## config.mk

```make
export PLATFORM = sky130hd
export DESIGN_NAME = dbc_top
export DESIGN_NICKNAME = d
export VERILOG_FILES = /design/src/rtl/dbc_pkg.sv /design/src/rtl/dbc_ibrk_chan.sv /design/src/rtl/dbc_dbrk_chan.sv /design/src/rtl/dbc_top.sv
export SDC_FILE = /design/constraint.sdc
export NUM_CORES = 1
export LEC_CHECK = 0
export BUFFER_PORTS_ARGS = -buffer_cell sky130_fd_sc_hd__buf_2
export CAP_MARGIN = 20
export CORE_AREA = 2 2 554 556
export CTS_CLUSTER_DIAMETER = 120
export DETAILED_ROUTE_END_ITERATION = 8
export DIE_AREA = 0 0 556 558
export HOLD_SLACK_MARGIN = 0.12
export SYNTH_ARGS = -nofsm -noshare
export SYNTH_HDL_FRONTEND = slang
export SYNTH_SLANG_ARGS = --single-unit
export TNS_END_PERCENT = 20
```

## constraint.sdc

```tcl
create_clock -name sys_clk_in -period 2.35 [get_ports sys_clk_in]
set_input_delay 0.47 -clock sys_clk_in [delete_from_list [all_inputs] [get_ports sys_clk_in]]
set_output_delay 0.47 -clock sys_clk_in [all_outputs]
set_load 0.05 [all_outputs]
```

## src/rtl/dbc_pkg.sv

```systemverilog
// Package for the debug control and breakpoint front end.
// Assumes a single 50 MHz core clock and an active-low asynchronous reset.
package dbc_pkg;

	// ==========================================================
	// Debug control register field positions
	// ==========================================================
	localparam int DBC_BIT_BYTE_ORDER   = 29;
	localparam int DBC_BIT_MISS_ONLY    = 26;
	localparam int DBC_BIT_OMIT_SPACE   = 25;
	localparam int DBC_BIT_ADDR_QUAL    = 24;
	localparam int DBC_BIT_ADDR_EN      = 23;
	localparam int DBC_BIT_ADDR_PRES    = 22;
	localparam int DBC_BIT_FAST_CHAN    = 18;
	localparam int DBC_BIT_DATA_BRK     = 17;
	localparam int DBC_BIT_INSTR_BRK    = 16;
	localparam int DBC_BIT_INV_VALUE    = 15;
	localparam int DBC_BIT_VALUE_STORE  = 14;
	localparam int DBC_BIT_VEC_RELOC    = 11;
	localparam int DBC_BIT_COMPLEX      = 10;
	localparam int DBC_BIT_SAMPLER_PRES = 9;
	localparam int DBC_BIT_RATE_LO      = 6;
	localparam int DBC_BIT_SAMPLER_EN   = 5;
	localparam int DBC_BIT_INT_GATE     = 4;
	localparam int DBC_BIT_NMI_GATE     = 3;
	localparam int DBC_BIT_NMI_WAIT     = 2;
	localparam int DBC_BIT_SRST_GATE    = 1;
	localparam int DBC_BIT_PROBE        = 0;

	// ==========================================================
	// Reset values and fixed presence values
	// ==========================================================
	localparam logic [2:0] DBC_RATE_RST       = 3'h7;
	localparam logic       DBC_VEC_RELOC_RST  = 1'h0;
	localparam logic       DBC_SAMPLER_EN_RST = 1'h0;
	localparam logic       DBC_INT_GATE_RST   = 1'h1;
	localparam logic       DBC_NMI_GATE_RST   = 1'h1;
	localparam logic       DBC_SRST_GATE_RST  = 1'h1;
	localparam logic       DBC_FAST_CHAN_VAL  = 1'h1;
	localparam logic       DBC_SAMPLER_PRES   = 1'h1;
	localparam logic       DBC_ABSENT_VAL     = 1'h0;

	// ==========================================================
	// Sampling timing and breakpoint sizes
	// ==========================================================
	localparam int DBC_RATE_BASE_LOG2 = 5;
	localparam int DBC_SAMPLE_CNT_W   = 12;
	localparam int DBC_MAX_IBRK       = 8;
	localparam int DBC_MAX_DBRK       = 4;
	localparam int DBC_SPACE_W        = 8;

	// Breakpoint set built into the core.
	typedef enum logic [2:0]
	{
		DBC_CFG_NONE   = 3'h0,
		DBC_CFG_2I1D   = 3'h1,
		DBC_CFG_4I2D   = 3'h2,
		DBC_CFG_6I2D   = 3'h3,
		DBC_CFG_6I2D_C = 3'h4,
		DBC_CFG_8I4D   = 3'h5,
		DBC_CFG_8I4D_C = 3'h6
	} dbc_cfg_t;

	// Instruction breakpoint channel settings.
	typedef struct packed
	{
		logic                   brk_en;
		logic                   trig_en;
		logic                   space_use;
		logic [31:0]            addr;
		logic [31:0]            addr_mask;
		logic [DBC_SPACE_W-1:0] space_id;
	} dbc_ibrk_t;

	// Data breakpoint channel settings.
	typedef struct packed
	{
		logic                   brk_en;
		logic                   trig_en;
		logic                   no_load;
		logic                   no_store;
		logic                   space_use;
		logic                   invert;
		logic [3:0]             lane_ign;
		logic [3:0]             lane_val_ign;
		logic [31:0]            addr;
		logic [31:0]            addr_mask;
		logic [DBC_SPACE_W-1:0] space_id;
		logic [31:0]            value;
	} dbc_dbrk_t;

	// One executed load or store transaction.
	typedef struct packed
	{
		logic                   valid;
		logic                   is_store;
		logic [31:0]            addr;
		logic [DBC_SPACE_W-1:0] space_id;
		logic [3:0]             lanes;
		logic [31:0]            data;
	} dbc_xact_t;

endpackage

```

## src/rtl/dbc_ibrk_chan.sv

```systemverilog
// One instruction breakpoint channel comparator with a registered result.
// Assumes the PC is presented with a valid strobe for executed instructions.
`timescale 1ns/1ps
module dbc_ibrk_chan
	import dbc_pkg::*;
(
	// Clock and reset.
	input  wire logic                   sys_clk_in,
	input  wire logic                   nrst_in,
	// Channel settings and executed instruction.
	input  wire dbc_ibrk_t              cfg_in,
	input  wire logic                   pc_valid_in,
	input  wire logic [31:0]            pc_in,
	input  wire logic [DBC_SPACE_W-1:0] space_in,
	// Registered results for the same instruction.
	output logic                        brk_out,
	output logic                        trig_out
);

	// ==========================================================
	// Compare
	// ==========================================================
	logic hit;

	// Masked PC and optional space identifier compare.
	assign hit = pc_valid_in && (cfg_in.brk_en || cfg_in.trig_en) &&
		(((pc_in ^ cfg_in.addr) & ~cfg_in.addr_mask) == 32'h0) &&
		(!cfg_in.space_use || (space_in == cfg_in.space_id)); // RULE_21

	// Result registers.
	always_ff @(posedge sys_clk_in or negedge nrst_in)
	begin
		if (!nrst_in)
		begin
			brk_out  <= 1'h0;
			trig_out <= 1'h0;
		end
		else
		begin
			brk_out  <= hit && cfg_in.brk_en;
			trig_out <= hit && cfg_in.trig_en;
		end
	end

endmodule // dbc_ibrk_chan

```

## src/rtl/dbc_dbrk_chan.sv

```systemverilog
// One data breakpoint channel comparator with a registered result.
// Assumes the transaction is presented once per executed load or store.
`timescale 1ns/1ps
module dbc_dbrk_chan
	import dbc_pkg::*;
(
	// Clock and reset.
	input  wire logic      sys_clk_in,
	input  wire logic      nrst_in,
	// Channel settings and transaction.
	input  wire dbc_dbrk_t cfg_in,
	input  wire logic      inv_ok_in,
	input  wire dbc_xact_t xact_in,
	// Registered results for the same transaction.
	output logic           brk_out,
	output logic           trig_out
);

	// ==========================================================
	// Compare
	// ==========================================================
	logic type_ok;
	logic addr_ok;
	logic no_val;
	logic val_eq;
	logic hit;

	// Transaction type, address, space and lane terms.
	assign type_ok = xact_in.is_store ? !cfg_in.no_store : !cfg_in.no_load;
	assign addr_ok = (((xact_in.addr ^ cfg_in.addr) & ~cfg_in.addr_mask)
		== 32'h0) &&
		(!cfg_in.space_use || (xact_in.space_id == cfg_in.space_id)) &&
		((xact_in.lanes & ~cfg_in.lane_ign) != 4'h0);
	assign no_val = ((cfg_in.lane_val_ign | cfg_in.lane_ign |
		~xact_in.lanes) == 4'hF);

	// Lane-wise value compare, optionally inverted.
	always_comb
	begin
		val_eq = 1'h1;
		for (int i = 0; i < 4; i++)
		begin
			if (xact_in.lanes[i] && !cfg_in.lane_val_ign[i] &&
				!cfg_in.lane_ign[i] &&
				(xact_in.data[i*8 +: 8] != cfg_in.value[i*8 +: 8]))
				val_eq = 1'h0;
		end
	end

	assign hit = xact_in.valid && (cfg_in.brk_en || cfg_in.trig_en) &&
		type_ok && addr_ok &&
		(no_val || (val_eq ^ (cfg_in.invert && inv_ok_in))); // RULE_22

	// Result registers.
	always_ff @(posedge sys_clk_in or negedge nrst_in)
	begin
		if (!nrst_in)
		begin
			brk_out  <= 1'h0;
			trig_out <= 1'h0;
		end
		else
		begin
			brk_out  <= hit && cfg_in.brk_en;
			trig_out <= hit && cfg_in.trig_en;
		end
	end

endmodule // dbc_dbrk_chan

```

## src/rtl/dbc_top.sv

```systemverilog
// Debug control register, PC sample timer and breakpoint front end.
// Assumes the core supplies register access strobes, executed PCs and
// load/store transactions on the core clock; all inputs are synchronous.
//
// Overview of operation
// RULE_01: Byte order bit mirrors external strap.
// RULE_02: Hard and soft reset load field defaults.
// RULE_03: Miss-only sampling bit reads zero.
// RULE_04: Omit-space-id bit reads zero.
// RULE_05: Three address-sampling bits read zero.
// RULE_06: Fast channel presence bit reads one.
// RULE_07: Data and instruction breakpoint presence preset.
// RULE_08: Inverted match, value store presence preset.
// RULE_09: Relocated vector when trap zero, relocate set.
// RULE_10: Complex breakpoint presence bit preset.
// RULE_11: PC sampler presence bit reads one.
// RULE_12: One sample every 2^(5+rate) cycles.
// RULE_13: Sample counter runs only when enabled.
// RULE_14: Interrupt gate blocks interrupts outside debug.
// RULE_15: NMI gate blocks NMI outside debug.
// RULE_16: NMI waiting bit shows pending NMI.
// RULE_17: Soft reset gate driven out, unmasked.
// RULE_18: Bit 0 mirrors probe service flag.
// RULE_19: Unused bits read zero.
// RULE_20: Breakpoint set chosen at build time.
// RULE_21: Instruction breakpoints compare masked PC, space.
// RULE_22: Data breakpoints compare type, address, lanes, value.
// RULE_23: Data breakpoint reported on causing instruction.
// RULE_24: Writes to read-only fields are ignored.
`timescale 1ns/1ps
module dbc_top
	import dbc_pkg::*;
#(
	parameter dbc_cfg_t BRK_CFG          = DBC_CFG_8I4D_C,
	parameter logic     VALUE_STORE_PRES = 1'h1,
	parameter logic     INV_MATCH_PRES   = 1'h1
)
(
	// Clock and resets.
	input  wire logic                   sys_clk_in,
	input  wire logic                   nrst_in,
	input  wire logic                   soft_rst_in,
	// Register access from the debug segment.
	input  wire logic                   reg_wr_in,
	input  wire logic [31:0]            reg_wdata_in,
	output logic [31:0]                 reg_rdata_out,
	// Core state inputs.
	input  wire logic                   byte_order_flag_in,
	input  wire logic                   probe_service_flag_in,
	input  wire logic                   probe_trap_select_in,
	input  wire logic                   debug_mode_in,
	input  wire logic                   nmi_pending_in,
	input  wire logic                   int_req_in,
	input  wire logic                   nmi_req_in,
	input  wire logic [31:0]            relocated_vector_reg_in,
	input  wire logic [31:0]            default_vector_in,
	// Core controls.
	output logic                        int_take_out,
	output logic                        nmi_take_out,
	output logic [31:0]                 debug_vector_out,
	output logic                        soft_reset_gate_out,
	output logic                        pc_sample_out,
	// Breakpoint settings and executed work.
	input  wire dbc_ibrk_t [DBC_MAX_IBRK-1:0] ibrk_cfg_in,
	input  wire dbc_dbrk_t [DBC_MAX_DBRK-1:0] dbrk_cfg_in,
	input  wire logic                   pc_valid_in,
	input  wire logic [31:0]            pc_in,
	input  wire logic [DBC_SPACE_W-1:0] space_in,
	input  wire dbc_xact_t              xact_in,
	input  wire logic [DBC_MAX_IBRK-1:0] ibrk_flag_clr_in,
	input  wire logic [DBC_MAX_DBRK-1:0] dbrk_flag_clr_in,
	// Breakpoint results.
	output logic                        ibrk_exc_out,
	output logic                        dbrk_exc_out,
	output logic [DBC_MAX_IBRK-1:0]     ibrk_trig_out,
	output logic [DBC_MAX_DBRK-1:0]     dbrk_trig_out,
	output logic [DBC_MAX_IBRK-1:0]     ibrk_flag_out,
	output logic [DBC_MAX_DBRK-1:0]     dbrk_flag_out
);

	// ==========================================================
	// Build-time breakpoint set
	// ==========================================================
	localparam int NUM_IBRK =
		(BRK_CFG == DBC_CFG_NONE) ? 0 :
		(BRK_CFG == DBC_CFG_2I1D) ? 2 :
		(BRK_CFG == DBC_CFG_4I2D) ? 4 :
		((BRK_CFG == DBC_CFG_6I2D) ||
		 (BRK_CFG == DBC_CFG_6I2D_C)) ? 6 : 8; // RULE_20
	localparam int NUM_DBRK =
		(BRK_CFG == DBC_CFG_NONE) ? 0 :
		(BRK_CFG == DBC_CFG_2I1D) ? 1 :
		(NUM_IBRK == 8) ? 4 : 2; // RULE_20
	localparam logic COMPLEX_PRES = ((BRK_CFG == DBC_CFG_6I2D_C) ||
		(BRK_CFG == DBC_CFG_8I4D_C)) ? 1'h1 : 1'h0;
	localparam logic IBRK_PRES = (NUM_IBRK != 0) ? 1'h1 : 1'h0;
	localparam logic DBRK_PRES = (NUM_DBRK != 0) ? 1'h1 : 1'h0;

	// ==========================================================
	// Writable fields
	// ==========================================================
	logic       vec_reloc_r;
	logic [2:0] sample_rate_r;
	logic       sampler_enable_r;
	logic       interrupt_gate_r;
	logic       nonmaskable_gate_r;
	logic       soft_reset_gate_r;

	// Writable fields; soft reset reloads defaults like hard reset.
	always_ff @(posedge sys_clk_in or negedge nrst_in)
	begin
		if (!nrst_in)
		begin
			vec_reloc_r        <= DBC_VEC_RELOC_RST;
			sample_rate_r      <= DBC_RATE_RST;
			sampler_enable_r   <= DBC_SAMPLER_EN_RST;
			interrupt_gate_r   <= DBC_INT_GATE_RST;
			nonmaskable_gate_r <= DBC_NMI_GATE_RST;
			soft_reset_gate_r  <= DBC_SRST_GATE_RST;
		end
		else if (soft_rst_in) // RULE_02
		begin
			vec_reloc_r        <= DBC_VEC_RELOC_RST;
			sample_rate_r      <= DBC_RATE_RST;
			sampler_enable_r   <= DBC_SAMPLER_EN_RST;
			interrupt_gate_r   <= DBC_INT_GATE_RST;
			nonmaskable_gate_r <= DBC_NMI_GATE_RST;
			soft_reset_gate_r  <= DBC_SRST_GATE_RST;
		end
		else if (reg_wr_in)
		begin
			// Only writable bits are taken; all others are dropped.
			vec_reloc_r        <= reg_wdata_in[DBC_BIT_VEC_RELOC]; // RULE_24
			sample_rate_r      <= reg_wdata_in[DBC_BIT_RATE_LO +: 3];
			sampler_enable_r   <= reg_wdata_in[DBC_BIT_SAMPLER_EN];
			interrupt_gate_r   <= reg_wdata_in[DBC_BIT_INT_GATE];
			nonmaskable_gate_r <= reg_wdata_in[DBC_BIT_NMI_GATE];
			soft_reset_gate_r  <= reg_wdata_in[DBC_BIT_SRST_GATE];
		end
	end

	// ==========================================================
	// Read value
	// ==========================================================
	logic [31:0] rd_nxt;

	// Assemble the register image; unlisted bits stay zero.
	always_comb
	begin
		rd_nxt = 32'h0; // RULE_19
		rd_nxt[DBC_BIT_BYTE_ORDER]   = byte_order_flag_in; // RULE_01
		rd_nxt[DBC_BIT_MISS_ONLY]    = DBC_ABSENT_VAL; // RULE_03
		rd_nxt[DBC_BIT_OMIT_SPACE]   = DBC_ABSENT_VAL; // RULE_04
		rd_nxt[DBC_BIT_ADDR_QUAL]    = DBC_ABSENT_VAL; // RULE_05
		rd_nxt[DBC_BIT_ADDR_EN]      = DBC_ABSENT_VAL; // RULE_05
		rd_nxt[DBC_BIT_ADDR_PRES]    = DBC_ABSENT_VAL; // RULE_05
		rd_nxt[DBC_BIT_FAST_CHAN]    = DBC_FAST_CHAN_VAL; // RULE_06
		rd_nxt[DBC_BIT_DATA_BRK]     = DBRK_PRES; // RULE_07
		rd_nxt[DBC_BIT_INSTR_BRK]    = IBRK_PRES; // RULE_07
		rd_nxt[DBC_BIT_INV_VALUE]    = INV_MATCH_PRES; // RULE_08
		rd_nxt[DBC_BIT_VALUE_STORE]  = VALUE_STORE_PRES; // RULE_08
		rd_nxt[DBC_BIT_VEC_RELOC]    = vec_reloc_r;
		rd_nxt[DBC_BIT_COMPLEX]      = COMPLEX_PRES; // RULE_10
		rd_nxt[DBC_BIT_SAMPLER_PRES] = DBC_SAMPLER_PRES; // RULE_11
		rd_nxt[DBC_BIT_RATE_LO +: 3] = sample_rate_r;
		rd_nxt[DBC_BIT_SAMPLER_EN]   = sampler_enable_r;
		rd_nxt[DBC_BIT_INT_GATE]     = interrupt_gate_r;
		rd_nxt[DBC_BIT_NMI_GATE]     = nonmaskable_gate_r;
		rd_nxt[DBC_BIT_NMI_WAIT]     = nmi_pending_in; // RULE_16
		rd_nxt[DBC_BIT_SRST_GATE]    = soft_reset_gate_r;
		rd_nxt[DBC_BIT_PROBE]        = probe_service_flag_in; // RULE_18
	end

	// Registered read data, one cycle behind the state.
	always_ff @(posedge sys_clk_in or negedge nrst_in)
	begin
		if (!nrst_in)
			reg_rdata_out <= 32'h0;
		else
			reg_rdata_out <= rd_nxt;
	end

	// ==========================================================
	// Core controls
	// ==========================================================
	// Interrupt gating, vector choice and soft reset gate output.
	always_ff @(posedge sys_clk_in or negedge nrst_in)
	begin
		if (!nrst_in)
		begin
			int_take_out        <= 1'h0;
			nmi_take_out        <= 1'h0;
			debug_vector_out    <= 32'h0;
			soft_reset_gate_out <= DBC_SRST_GATE_RST;
		end
		else
		begin
			int_take_out <= int_req_in &&
				(debug_mode_in || interrupt_gate_r); // RULE_14
			nmi_take_out <= nmi_req_in &&
				(debug_mode_in || nonmaskable_gate_r); // RULE_15
			debug_vector_out <= (!probe_trap_select_in && vec_reloc_r) ?
				relocated_vector_reg_in : default_vector_in; // RULE_09
			soft_reset_gate_out <= soft_reset_gate_r; // RULE_17
		end
	end

	// ==========================================================
	// PC sample timer
	// ==========================================================
	logic [DBC_SAMPLE_CNT_W-1:0] sample_cnt_r;
	logic [DBC_SAMPLE_CNT_W-1:0] sample_last;

	// Terminal count is 2^(5+rate)-1.
	assign sample_last = DBC_SAMPLE_CNT_W'((13'h1 <<
		(DBC_RATE_BASE_LOG2 + int'(sample_rate_r))) - 13'h1); // RULE_12

	// Counter runs only while enabled and pulses once per interval.
	always_ff @(posedge sys_clk_in or negedge nrst_in)
	begin
		if (!nrst_in)
		begin
			sample_cnt_r  <= '0;
			pc_sample_out <= 1'h0;
		end
		else if (!sampler_enable_r || soft_rst_in) // RULE_13
		begin
			sample_cnt_r  <= '0;
			pc_sample_out <= 1'h0;
		end
		else if (sample_cnt_r >= sample_last) // RULE_12
		begin
			sample_cnt_r  <= '0;
			pc_sample_out <= 1'h1;
		end
		else
		begin
			sample_cnt_r  <= sample_cnt_r + 1'h1;
			pc_sample_out <= 1'h0;
		end
	end

	// ==========================================================
	// Breakpoint channels
	// ==========================================================
	logic [DBC_MAX_IBRK-1:0] ib_brk;
	logic [DBC_MAX_IBRK-1:0] ib_trig;
	logic [DBC_MAX_DBRK-1:0] db_brk;
	logic [DBC_MAX_DBRK-1:0] db_trig;
	logic                    in_normal;
	dbc_xact_t               xact_gated;

	// Breakpoints never match in debug mode.
	assign in_normal = !debug_mode_in;
	always_comb
	begin
		xact_gated       = xact_in;
		xact_gated.valid = xact_in.valid && in_normal;
	end

	// Build the configured channels; absent ones read as quiet.
	generate
		for (genvar i = 0; i < DBC_MAX_IBRK; i++)
		begin : g_ib
			if (i < NUM_IBRK)
			begin : g_on
				dbc_ibrk_chan u_chan
				(
					.sys_clk_in  (sys_clk_in),
					.nrst_in     (nrst_in),
					.cfg_in      (ibrk_cfg_in[i]),
					.pc_valid_in (pc_valid_in && in_normal),
					.pc_in       (pc_in),
					.space_in    (space_in),
					.brk_out     (ib_brk[i]),
					.trig_out    (ib_trig[i])
				);
			end
			else
			begin : g_off
				assign ib_brk[i]  = 1'h0;
				assign ib_trig[i] = 1'h0;
			end
		end
		for (genvar j = 0; j < DBC_MAX_DBRK; j++)
		begin : g_db
			if (j < NUM_DBRK)
			begin : g_on
				dbc_dbrk_chan u_chan
				(
					.sys_clk_in (sys_clk_in),
					.nrst_in    (nrst_in),
					.cfg_in     (dbrk_cfg_in[j]),
					.inv_ok_in  (INV_MATCH_PRES),
					.xact_in    (xact_gated),
					.brk_out    (db_brk[j]),
					.trig_out   (db_trig[j])
				);
			end
			else
			begin : g_off
				assign db_brk[j]  = 1'h0;
				assign db_trig[j] = 1'h0;
			end
		end
	endgenerate

	// Exception and trigger outputs, two cycles after the instruction.
	always_ff @(posedge sys_clk_in or negedge nrst_in)
	begin
		if (!nrst_in)
		begin
			ibrk_exc_out  <= 1'h0;
			dbrk_exc_out  <= 1'h0;
			ibrk_trig_out <= '0;
			dbrk_trig_out <= '0;
		end
		else
		begin
			ibrk_exc_out  <= |ib_brk; // RULE_21
			dbrk_exc_out  <= |db_brk; // RULE_23
			ibrk_trig_out <= ib_trig;
			dbrk_trig_out <= db_trig; // RULE_23
		end
	end

	// Sticky match flags; a new match wins over a clear.
	always_ff @(posedge sys_clk_in or negedge nrst_in)
	begin
		if (!nrst_in)
		begin
			ibrk_flag_out <= '0;
			dbrk_flag_out <= '0;
		end
		else
		begin
			ibrk_flag_out <= (ibrk_flag_out & ~ibrk_flag_clr_in) |
				ib_brk | ib_trig; // RULE_21
			dbrk_flag_out <= (dbrk_flag_out & ~dbrk_flag_clr_in) |
				db_brk | db_trig; // RULE_22
		end
	end

endmodule // dbc_top

```

==> results_dict.tcl <==
set metrics [dict create \
    final_antenna_net_count 0 \
    hp-start "reg_wdata_in[8]" \
    dp_hpwl_mm 219 \
    crit_path_end_kind "flop" \
    clock_latency_ns 0.59 \
    final_hold_viol_count 0 \
    wl_mm 233 \
    gr-total-overflow 0 \
    finalPower_mw 10.8 \
    worstPathMaxFanout 5 \
    grt_first_pass_wirelength_mm 268 \
    power_density_mw_per_mm2 374 \
    power.share.switching_pct 40.7 \
    drv_slew 0 \
    clk_path_buf_depth 3 \
    ios 1404 \
    internal_power_mw 6.37 \
    ys_seq_elements 118 \
    start_kind "input pin" \
    remaining_drc_errors 0 \
    holdPathEnd "sample_rate_r[2]$_DFFE_PN1P_" \
    post-route-period-util_pct 99.7 \
    drt_first_pass_iters 5 \
    p_clk_share_pct 30.9 \
    synth.distinct_cells 43 \
    core-area_mm2 0.305 \
    htree_levels 4 \
    r2r_setup_slack_ns 0.18 \
    fmax_mhz 427 \
    grtUsageTotal_pct 14.4 \
    grt_pass1_vias 19600 \
    final_util_pct 9.45 \
    vias 19989 \
    placed_cell_area_mm2 0.0269 \
    dieArea_mm2 0.310 \
    grt_max_degree 47 \
    synthArstFlopShare_pct 100 \
    worst_pin_slew_ns 0.974 \
    antenna_found_initial 296 \
    n_fill_cell 35638 \
    yosysWarnings 0 \
    yosysSeqAreaShare_pct 22.8 \
    min_path_type "in -> reg" \
    fin_nets 4446 \
    rsz0062_at_grt "true" \
    die_h_um 558 \
    finalCriticalPeriod_ns 2.34 \
    synthesis.area_mm2 0.0130 \
    synthCells 1499 \
    setup_tns_ns 0 \
    cp-startpoint "xact_in[76]" \
    portBuffers 1365 \
    cts_inserted_buffers 25 \
    r2r_end "sample_cnt_r[11]$_DFF_PN0_" \
    clk_pin_slew_ns 0.09 \
    avgRoutedWirePerCell_um 32.1 \
    gp_congestion 0.959 \
    reg2regPathDepth 8 \
    hold_depth 3 \
    combPwrFrac_pct 49.3 \
    drive_gt1_share_pct 54.8 \
    die_w_um 556 \
    setup_viol 0 \
    cts-root-buf "clkbuf_16" \
    synth_edf_count 0 \
    p_leak_nw 11.7 \
    final_design_area_no_fill_mm2 0.0288 \
    drt-initial-drc-count 1295 \
    clock-sinks 118 \
    power_switching_mw 4.38 \
    required_ns 2.84 \
    seq_power_share_pct 19.7 \
    r2r-start "sample_rate_r[1]$_DFFE_PN1P_" \
    outcome "completed" \
    via_per_inst 2.76 \
    area_growth_pct 122 \
    avgSynthCellArea_um2 8.65 \
    initial_core_util_pct 4.26 \
    drv_cap 0 \
    finClkSkew_ns 0.0415 \
    cts_tree "yes" \
    max-slew-margin-rel_pct 35.1 \
    power.ir.vdd_worst_uv 436 \
    synth-main-ff-cell "dfrtp_1" \
    crit_type "in -> reg" \
    fp-row-count 203 \
    worstPathArrival_ns 2.83 \
]
-- cell usage after synthesis, drive strengths merged, types with 11 or more instances --
library cell  count  area share, %
o21ai            42            1.6
nor3             43            1.7
and2             16           0.77
clkbuf           56            1.6
nand2            22           0.64
buf              75            3.1
ha               11            1.1
o221ai           24            1.6
nor2             88            2.5
inv              22           0.64
nor4             12           0.72
dfrtp           111             21
xor2             13           0.88
nand4            75            3.6
o22a             24            1.6
xnor2           605             41
o22ai           155            7.5
mux2i            11           0.85
mux2             33            2.9
-- critical path, cell delays in order --
cell	delay (ns)
buf_2	0.30
mux2_1	0.41
nor3_1	0.13
o21ai_1	0.13
a2111oi_4	0.77
nand4_1	0.15
buf_4	0.23
nor3b_1	0.20
-- power by group through the flow --
stage	logic (mW)	clock network [mW]	registers, mW
6_report	5.30	3.33	2.12
5_1_grt	5.64	3.58	2.13
4_1_cts	5.45	3.56	2.12
3_5_place_dp	5.28	0	2.16
3_3_place_gp	5.29	0	2.16
2_1_floorplan	1.72	0	2.35
-- registers in the layout, indices dropped and copies added (netlist names), 3 cells and up --
signal and flops:
ibrk_trig_out 8, g_ib.g_on.u_chan.brk_out 8, dbrk_trig_out 4, sample_rate_r 3, reg_rdata_out 12, dbrk_flag_out 4, g_db.g_on.u_chan.trig_out 4, g_db.g_on.u_chan.brk_out 4
debug_vector_out 32, ibrk_flag_out 8, g_ib.g_on.u_chan.trig_out 8, sample_cnt_r 12
-- cell type report --
cell class                 count  area, um^2  share of cell area, %
timing repair buffer        1715       10300                   35.7
multi-input combinational   1243        9490                   33.0
tap                         3997        5000                   17.4
sequential                   118        2960                   10.3
clock buffer                  26         629                   2.19
antenna                      128         320                   1.11
inverter                      22        82.6                  0.287
clock inverter                 5        25.0                 0.0869
-- worst max-delay path by stage --
| stage | to | slack [ns] | cells after the start |
|---|---|---|---|
| after floorplan | sample_cnt_r[3]$_DFF_PN0_ | 0.31 | 8 |
| after global placement | g_ib[6].g_on.u_chan.brk_out$_DFF_PN0_ | -1.96 | 10 |
| after detailed placement | g_db[0].g_on.u_chan.trig_out$_DFF_PN0_ | -1.47 | 7 |
| after CTS | g_ib[0].g_on.u_chan.brk_out$_DFF_PN0_ | 0.01 | 8 |
| after global routing | g_db[0].g_on.u_chan.trig_out$_DFF_PN0_ | -0.02 | 8 |
| final | g_db[0].g_on.u_chan.trig_out$_DFF_PN0_ | 0.007 | 8 |
-- cell usage in the layout, fill, tap and decap left out, drive strengths merged, types with 4 or more instances in the layout --
| cell | netlist | final |
|---|---|---|
| clkbuf | 56 | 27 |
| nor2 | 88 | 88 |
| nand2b | 6 | 6 |
| nor3b | 8 | 8 |
| o21a | 4 | 4 |
| dfrtp | 111 | 111 |
| mux2i | 11 | 11 |
| and2 | 16 | 16 |
| xnor2 | 605 | 605 |
| dfstp | 7 | 7 |
| nor4 | 12 | 12 |
| nand4 | 75 | 75 |
| buf | 75 | 1635 |
| or2 | 4 | 4 |
| ha | 11 | 11 |
| conb | 2 | 17 |
| o22ai | 155 | 155 |
| o2111ai | 8 | 8 |
| o21ai | 42 | 42 |
| a2111oi | 4 | 4 |
| inv | 22 | 22 |
| xor2 | 13 | 13 |
| diode | 0 | 128 |
| nor3 | 43 | 43 |
| nand3 | 5 | 5 |
| mux2 | 33 | 33 |
| o221ai | 24 | 24 |
| dlygate4sd3 | 0 | 79 |
| and3 | 4 | 4 |
| o22a | 24 | 24 |
| nand2 | 22 | 22 |
| clkinv | 0 | 5 |
-- stage by stage --
stage                     hold slack (ns)  setup WS (ns)  cells
after floorplan                     0.174          0.311   1514
after global placement              0.359          -1.96   7014
after detailed placement            0.362          -1.47   7015
after CTS                           0.121         0.0139   7126
after global routing                0.134        -0.0167   7212
final                               0.176        0.00741   7254
-- timing repair --
action / 4_1_cts / 5_1_grt
resized for setup: 16 / 2
gates cloned: 0 / 0
endpoints found under the hold margin: 110 / 0
hold buffers: 79 / 0
pin swaps: 5 / 3
setup endpoints to repair: 11 / 5
setup buffers: 1 / 0
-- per-layer routing --
metal,GRT usage (%),up-vias,routed length [um]
met5,0.463,-,607
met4,6.73,90,12900
met3,5.39,570,21900
met2,23.8,1704,107000
met1,16.3,9051,90400
li1,-,8574,-
-- cell families after synthesis --
kind of cell    after synthesis  synth area share [%]
flops                       118                  22.8
compound gates              268                  13.8
xor+xnor                    618                  41.7
buf+inv                     153                  5.40
mux                          44                  3.71
simple gates                285                  11.4
fa+ha+maj                    11                  1.06
other cells                   2                0.0579
Note: power is estimated with default switching activity, not from simulation.
